### src/opc_pkg.sv
package opc_pkg;

   // ---------------------------------------------------------------
   // Widths, reset values and status bit position
   // ---------------------------------------------------------------
   localparam int TEMP_W = 8;
   localparam int VOLT_W = 8;
   localparam logic [7:0] OP_POINT_RST = 8'h00;
   // Core-rail low limit reset value; software reprograms it
   localparam logic [7:0] CORE_LOW_LIMIT_RST = 8'h00;
   // Bit of the first status register that flags a low core rail
   localparam int STATUS_CORE_LOW_BIT = 1;

   // ---------------------------------------------------------------
   // Carriers
   // ---------------------------------------------------------------
   typedef struct packed {
      logic core_low_guard_enable;
      logic remote1_capture_on_overtemp;
      logic local_capture_on_overtemp;
   } opc_cfg_t;

   typedef struct packed {
      logic [TEMP_W-1:0] remote1;
      logic [TEMP_W-1:0] local_t;
   } opc_temps_t;

endpackage

### src/opc_ctrl.sv
`timescale 1ns/1ps
// Contract
// - With the guard set, standby power plus a core rail below its low limit suspends processor-hot monitoring and dynamic start-temperature control until the rail recovers.
// - While that guarded condition holds, status bit 1 of the first status register is set.
// - While that guarded condition holds, the alert output is asserted if its alert enable is on.
// - While that guarded condition holds, entry to shutdown is blocked, and it returns once the rail recovers.
// - With remote-1 capture on, an asserted overtemperature pin copies the remote-1 reading into its operating point.
// - With remote-1 capture off, the pin is ignored and the remote-1 operating point keeps its programmed value.
// - With local capture on, an asserted overtemperature pin copies the local reading into its operating point.
// - With local capture off, the pin is ignored and the local operating point keeps its programmed value.
module opc_ctrl (
   input wire logic mclk, // 20 MHz clock
   input wire logic reset_n, // Synchronous reset, active low
   input wire opc_pkg::opc_cfg_t cfg, // Guard and capture enables
   input wire logic on_standby_power, // Running from standby supply
   input wire logic [7:0] core_supply_voltage, // Latest core-rail reading
   input wire logic [7:0] core_low_limit, // Core-rail low limit
   input wire logic core_low_alert_enable, // Alert enable for this event
   input wire logic processor_hot_enable, // Processor-hot monitoring requested
   input wire logic fan_start_dynamic_enable, // Dynamic start-temperature requested
   input wire logic shutdown_request, // Request to enter shutdown
   input wire logic overtemp_pin, // Overtemperature pin, high = asserted
   input wire logic conv_done, // Pulse: a conversion has finished
   input wire opc_pkg::opc_temps_t temps_now, // Raw results of the running conversion
   input wire logic op_write, // Pulse: software writes operating points
   input wire opc_pkg::opc_temps_t op_wdata, // Software operating-point values
   output opc_pkg::opc_temps_t op_point, // Operating-point registers
   output logic status_core_low, // Status register 1 bit 1
   output logic smbalert, // Alert output, high = asserted
   output logic processor_hot_active, // Processor-hot monitoring running
   output logic fan_start_dynamic_active, // Dynamic start-temperature running
   output logic shutdown_enter // Shutdown entry permitted and requested
);

   // ---------------------------------------------------------------
   // Core-rail guard
   // ---------------------------------------------------------------
   logic core_low_reg;
   logic core_low_next;

   // Strictly below the limit; a rail sitting at the limit counts as healthy
   always_comb begin
      core_low_next = cfg.core_low_guard_enable && on_standby_power &&
                      (core_supply_voltage < core_low_limit);
   end

   always_ff @(posedge mclk) begin
      if (!reset_n) begin
         core_low_reg <= 1'h0;
      end else begin
         core_low_reg <= core_low_next;
      end
   end

   // ---------------------------------------------------------------
   // Guarded outputs
   // ---------------------------------------------------------------

   always_ff @(posedge mclk) begin
      if (!reset_n) begin
         status_core_low <= 1'h0;
      end else begin
         status_core_low <= core_low_reg;
      end
   end

   // Alert is a plain level: it drops as soon as the rail recovers
   always_ff @(posedge mclk) begin
      if (!reset_n) begin
         smbalert <= 1'h0;
      end else begin
         smbalert <= core_low_reg && core_low_alert_enable;
      end
   end

   // Suspended functions pick up again on their own once the rail is back
   always_ff @(posedge mclk) begin
      if (!reset_n) begin
         processor_hot_active <= 1'h0;
         fan_start_dynamic_active <= 1'h0;
      end else begin
         processor_hot_active <= processor_hot_enable && !core_low_reg;
         fan_start_dynamic_active <= fan_start_dynamic_enable && !core_low_reg;
      end
   end

   always_ff @(posedge mclk) begin
      if (!reset_n) begin
         shutdown_enter <= 1'h0;
      end else begin
         // Holding off shutdown keeps the monitor alive while the rail sags
         shutdown_enter <= shutdown_request && !core_low_reg;
      end
   end

   // ---------------------------------------------------------------
   // Overtemperature capture
   // ---------------------------------------------------------------
   logic pin_reg;
   logic pin_rise;
   logic remote1_hit;
   logic local_hit;
   opc_pkg::opc_temps_t latest_reg;

   // Both channels decode a capture the same way; only the enable differs
   function automatic logic capture_hit(input logic rise, input logic enable);
      capture_hit = rise && enable;
   endfunction

   // Capture uses the last finished conversion, never a half-done one
   always_ff @(posedge mclk) begin
      if (!reset_n) begin
         latest_reg <= '0;
      end else if (conv_done) begin
         latest_reg <= temps_now;
      end
   end

   always_ff @(posedge mclk) begin
      if (!reset_n) begin
         pin_reg <= 1'h0;
      end else begin
         pin_reg <= overtemp_pin;
      end
   end

   assign pin_rise = overtemp_pin && !pin_reg;
   assign remote1_hit = capture_hit(pin_rise, cfg.remote1_capture_on_overtemp);
   assign local_hit = capture_hit(pin_rise, cfg.local_capture_on_overtemp);

   // Capture on the same edge wins over a software write
   always_ff @(posedge mclk) begin
      if (!reset_n) begin
         op_point <= {opc_pkg::OP_POINT_RST, opc_pkg::OP_POINT_RST};
      end else begin
         if (remote1_hit) begin
            op_point.remote1 <= latest_reg.remote1;
         end else if (op_write) begin
            op_point.remote1 <= op_wdata.remote1;
         end
         if (local_hit) begin
            op_point.local_t <= latest_reg.local_t;
         end else if (op_write) begin
            op_point.local_t <= op_wdata.local_t;
         end
      end
   end
endmodule

### config.mk
export PLATFORM = sky130hd
export DESIGN_NAME = opc_ctrl
export DESIGN_NICKNAME = d
export VERILOG_FILES = /design/src/opc_pkg.sv /design/src/opc_ctrl.sv
export SDC_FILE = /design/constraint.sdc
export NUM_CORES = 1
export LEC_CHECK = 0
export ABC_AREA = 1
export BUFFER_PORTS_ARGS = -buffer_cell sky130_fd_sc_hd__buf_2
export CORE_MARGIN = 4
export CORE_UTILIZATION = 49
export DETAILED_ROUTE_END_ITERATION = 16
export GPL_TIMING_DRIVEN = 0
export PLACE_DENSITY = 0.83
export SETUP_SLACK_MARGIN = 0.2
export SYNTH_ARGS = -nofsm -noshare
export SYNTH_HDL_FRONTEND = slang
export SYNTH_SLANG_ARGS = --single-unit
### constraint.sdc
create_clock -name mclk -period 3.2 [get_ports mclk]
set_clock_uncertainty 0.05 [all_clocks]
set_input_delay 0.16 -clock mclk [delete_from_list [all_inputs] [get_ports mclk]]
set_output_delay 0.16 -clock mclk [all_outputs]
set_load 0.005 [all_outputs]
## Word-level counts from Yosys, hierarchy flattened

Index checks and enable logic that the tools add are counted.

- Logic and storage cells: 29
- Output and inout port bits: 21
- Input bits: 61
- Flip-flop bits (word level): 39

- $lt $le $gt $ge: 1
- Mux-type cells: 4
- Reductions and logical operators: 13

Operators by type and width:

| kind | number |
|---|---|
| 2-to-1 mux 8 bit | 4 |
| logical AND 1 bit | 9 |
| < comparator 8 bit | 1 |
| nonzero test 2 bit | 2 |
| zero test 1 bit | 2 |

## Longest topological paths before layout

- Depth in word-level cells: 4
- Depth in mapped cells: 9
- Mapped depth without buffers: 9

## Least setup slack after synthesis

No wires, ideal clock.

- Path kind: register to register
- From: register pin_reg
- To: register op_point[13] (netlist name)
- Arrival: 0.818 ns
- Required time: 3.019 ns
- Period minus slack after synthesis: 0.999 ns
- Stages on the path, launching flop included: 6
- Setup slack: 2.201 ns
- Library setup time: 0.131 ns
- Cells stage by stage: dfxtp_1 > inv_1 > nand3_4 > buf_6 > nor2_1 > a311oi_2

- Cells in the longest elaborated chain, start to end: 4
- Elaborated cells between the ends (all ways): 5
- Those cells by class: 1 x mux; 4 x reduce/logical

RTL lines:

| what | line | RTL |
|---|---|---|
| start: declaration | opc_ctrl.sv:99 | `logic pin_reg;` |
| start signal: assignment | opc_ctrl.sv:123 | `pin_reg <= overtemp_pin;` |
| zero test 1 bit (*) | opc_ctrl.sv:127 | `assign pin_rise = overtemp_pin && !pin_reg;` |
| logical AND 1 bit (*) | opc_ctrl.sv:127 |  |
| logical AND 1 bit (*) | opc_ctrl.sv:107 | `capture_hit = rise && enable;` |
| 2-to-1 mux 8 bit or nonzero test 2 bit (tied branches) | - |  |
| end signal: assignment | opc_ctrl.sv:134 | `op_point <= {opc_pkg::OP_POINT_RST, opc_pkg::OP_POINT_RST};` |
| end: declaration | opc_ctrl.sv:27 | `output opc_pkg::opc_temps_t op_point,` |

Mark *: on every way between the ends. The rest lies on a longest branch, timed or not.
A chain may end at the register's enable or synchronous reset.

## Worst setup path in the final report

- From: register pin_reg
- To: register op_point[7] (netlist name)

- Cells in the longest elaborated chain, start to end: 4
- Elaborated cells between the ends (all ways): 5
- Those cells by class: 1 x mux; 4 x reduce/logical

RTL lines:

| what | line |
|---|---|
| zero test 1 bit (*) | opc_ctrl.sv:127 |
| logical AND 1 bit (*) | opc_ctrl.sv:127 |
| logical AND 1 bit (*) | opc_ctrl.sv:107 |
| 2-to-1 mux 8 bit or nonzero test 2 bit (tied branches) | - |

Marks and branches as above.

==> results.toml <==
[final_layout]
num_antenna_cells = 0
finalNetCount = 388
finish.instance_area_um2 = 2459
share_of_final_layout_standard_cells_stronger_than_drive_strength_1 = 0.3511
layout.cells.most_common_list = "sky130_fd_sc_hd__buf_2, sky130_fd_sc_hd__nor2_1, sky130_fd_sc_hd__nand2_1"
register_area_um2 = 780.7
flow.area_growth_from_synthesis_pct = 38.97
multiInputGateArea_um2 = 849.6
layout.cells.most_common = "sky130_fd_sc_hd__buf_2"
num-fill-cells = 281

[die]
overall_die_area_um2 = 4636
row_count = 21
top_level_ports = 82
die_outline_width_um = 68.09
core_area_um2 = 3416
floorplan.initialDensity = 0.5179
die_h_um = 68.09

[yosys]
synth-warning-count = 0
synth.yosys.seq_area_share = 0.4413
synth.distinct_cells = 17
synth_seq_cells = 39
synth_area_per_cell_um2 = 8.267
synthesis.nets = 282
syn-instance-count = 214
syn_area_um2 = 1769

[grt]
global_route.overflow_total = 0
grtUsageTotal = 0.2049
grt_pass1_vias = 1592
grt_start_max_net_pins = 11
antenna_found_initial = 0
global_route_wire_length_before_repair_um = 7044

[pwr]
total_power_w = 0.0009547
power.density_cell_area_nw_per_um2 = 388.3
ir_drop_v = 0.0002234
static-leakage-power_nw = 1.240

[cts]
ctsRootBufferMaster = "sky130_fd_sc_hd__clkbuf_4"
clk_path_buf_depth = 2
post-cts-setup-buffers = 0
cts-resized-gates = 0
clkLatencyLatePin_ps = 340
tritoncts_clock_tree = "built"
cts-buffers-inserted = 5
h-tree-depth = 2
clkSlewWorstSetupHoldPaths_ps = 110
clock_sink_count = 39
holdBufCountCts = 16

[setup_path]
launching_element_type_of_the_critical_path = "flop"
cp.buffers_inverters = 2
worstPathArrival_ps = 1320
critical_path.max_stage_delay_ps = 310
critical_path_class = "reg -> reg"
cp.required_ps = 3410
path_max_fanout = 10
path_delay_family = "buffers and inverters"
crit_path_end_kind = "flop"
cpMaxStageDelayCell = "sky130_fd_sc_hd__dfxtp_1"
cp_cell_sequence = "inv_1 -> nand3_4 -> buf_6 -> a311oi_2"

[detailed_routing]
number_of_vias_after_detailed_routing = 1735
vias_per_cell = 4.753
drt_pass1_iterations = 4
drt-initial-drc-count = 83
drt_wl_total_um = 4399
drt.antenna.violating_nets = 0
avgRoutedWirePerCell_um = 12.05
drt_drc_violations_left = 0

[job]
maxCapViolCount = 0

[sta]
hold_ws_ps = 5.296
finalCriticalPeriod_ps = 1115
timing.final.max_slew_violations = 0
hold_viol_final = 0
setup_slack_ps = 2085
finalSetupViolCount = 0
tightest_slew_ps = 411.4
fmax_mhz = 897.2
relative_slew_slack = 0.7258
period_share = 0.3483
final.setup.tns_ps = 0
grt_setup_unrepaired = "false"

[status]
outcome = "finished, final reports clean"

[placement]
dpl.hpwl_um = 3200
placed_area_um2 = 2227
place.gp.congestion = 0.7618
worst_setup_slack_before_clock_tree_synthesis_ps = 2077
placement.io_buffers = 80

[min_path]
hold_path.class = "in -> reg"
kinds of logic (layout without fill, tap and decap cells):
logic type / Yosys count / after routing / share of synthesized area
AOI/OAI and AO/OA: 36 / 36 / 0.1938
adders and majority gates: 7 / 7 / 0.04950
buffers and inverters: 28 / 133 / 0.07849
DFF: 39 / 39 / 0.4413
and+or+nand+nor: 104 / 104 / 0.2369
per-stage QoR:
| stage | utilization | cells |
|---|---|---|
| final | 0.7198 | 365 |
| after global routing | 0.7198 | 365 |
| after CTS | 0.7110 | 362 |
| after detailed placement | 0.6520 | 340 |
| after global placement | 0.6520 | 340 |
| after floorplan | - | 214 |
final cells by class:
class / count / area share
sequential: 39 / 0.3176
timing repair buffer: 99 / 0.2402
buffer: 10 / 0.02850
multi-input combinational: 147 / 0.3455
clock buffer: 6 / 0.01679
inverter: 18 / 0.02799
tap: 46 / 0.02341
synth_stat cells:
master                      n  area share
sky130_fd_sc_hd__nand3_1    1      0.0028
sky130_fd_sc_hd__clkinv_2   1      0.0028
sky130_fd_sc_hd__nor2_1    54        0.11
sky130_fd_sc_hd__dfxtp_1   39        0.44
sky130_fd_sc_hd__buf_2      2      0.0057
sky130_fd_sc_hd__inv_2      1      0.0021
sky130_fd_sc_hd__buf_6      3       0.019
sky130_fd_sc_hd__o21ai_0   16       0.045
sky130_fd_sc_hd__clkbuf_1   3      0.0064
sky130_fd_sc_hd__ha_1       7       0.050
sky130_fd_sc_hd__nand2_1   47        0.10
sky130_fd_sc_hd__a21oi_1    3      0.0085
sky130_fd_sc_hd__a311oi_2  16        0.14
sky130_fd_sc_hd__o21a_1     1      0.0042
sky130_fd_sc_hd__nand3_4    2       0.020
sky130_fd_sc_hd__buf_4      2      0.0085
sky130_fd_sc_hd__inv_1     16       0.034
worst reg2reg max path: stages (launching register included):
cell and delay, ps:
sky130_fd_sc_hd__dfxtp_1 310, sky130_fd_sc_hd__inv_1 130, sky130_fd_sc_hd__nand3_4 140, sky130_fd_sc_hd__buf_6 190
sky130_fd_sc_hd__a311oi_2 210
final timing paths:
path	start	slack [ps]	end	cells after the start
max reg2reg	pin_reg$_SDFF_PN0_	2090	op_point[7]$_SDFFE_PN0P_	4
min reg2reg	core_low_reg$_SDFF_PN0_	420	shutdown_enter$_SDFF_PN0_	1
min	temps_now[14]	5	latest_reg[14]$_SDFFE_PN0P_	3
max	pin_reg$_SDFF_PN0_	2090	op_point[7]$_SDFFE_PN0P_	4
metal layers:
metal / part of all wire / global-route usage / vias to the layer above
met1: 0.43 / 0.2485 / 771
li1: - / - / 904
met2: 0.49 / 0.3490 / 55
met4: 0.0075 / 0.04963 / 0
met3: 0.070 / 0.06732 / 5
met5: 0 / 0 / -
report_power, final:
part	leakage (nW)	switching (W)	total [W]	internal, W
sequential	0.323	0.0000152	0.000534	0.000519
clock	0.0242	0.000149	0.000228	0.0000783
combinational	0.892	0.0000932	0.000193	0.0000998
total	1.24	0.000258	0.000955	0.000697
Power figures use the tool's default switching activity.
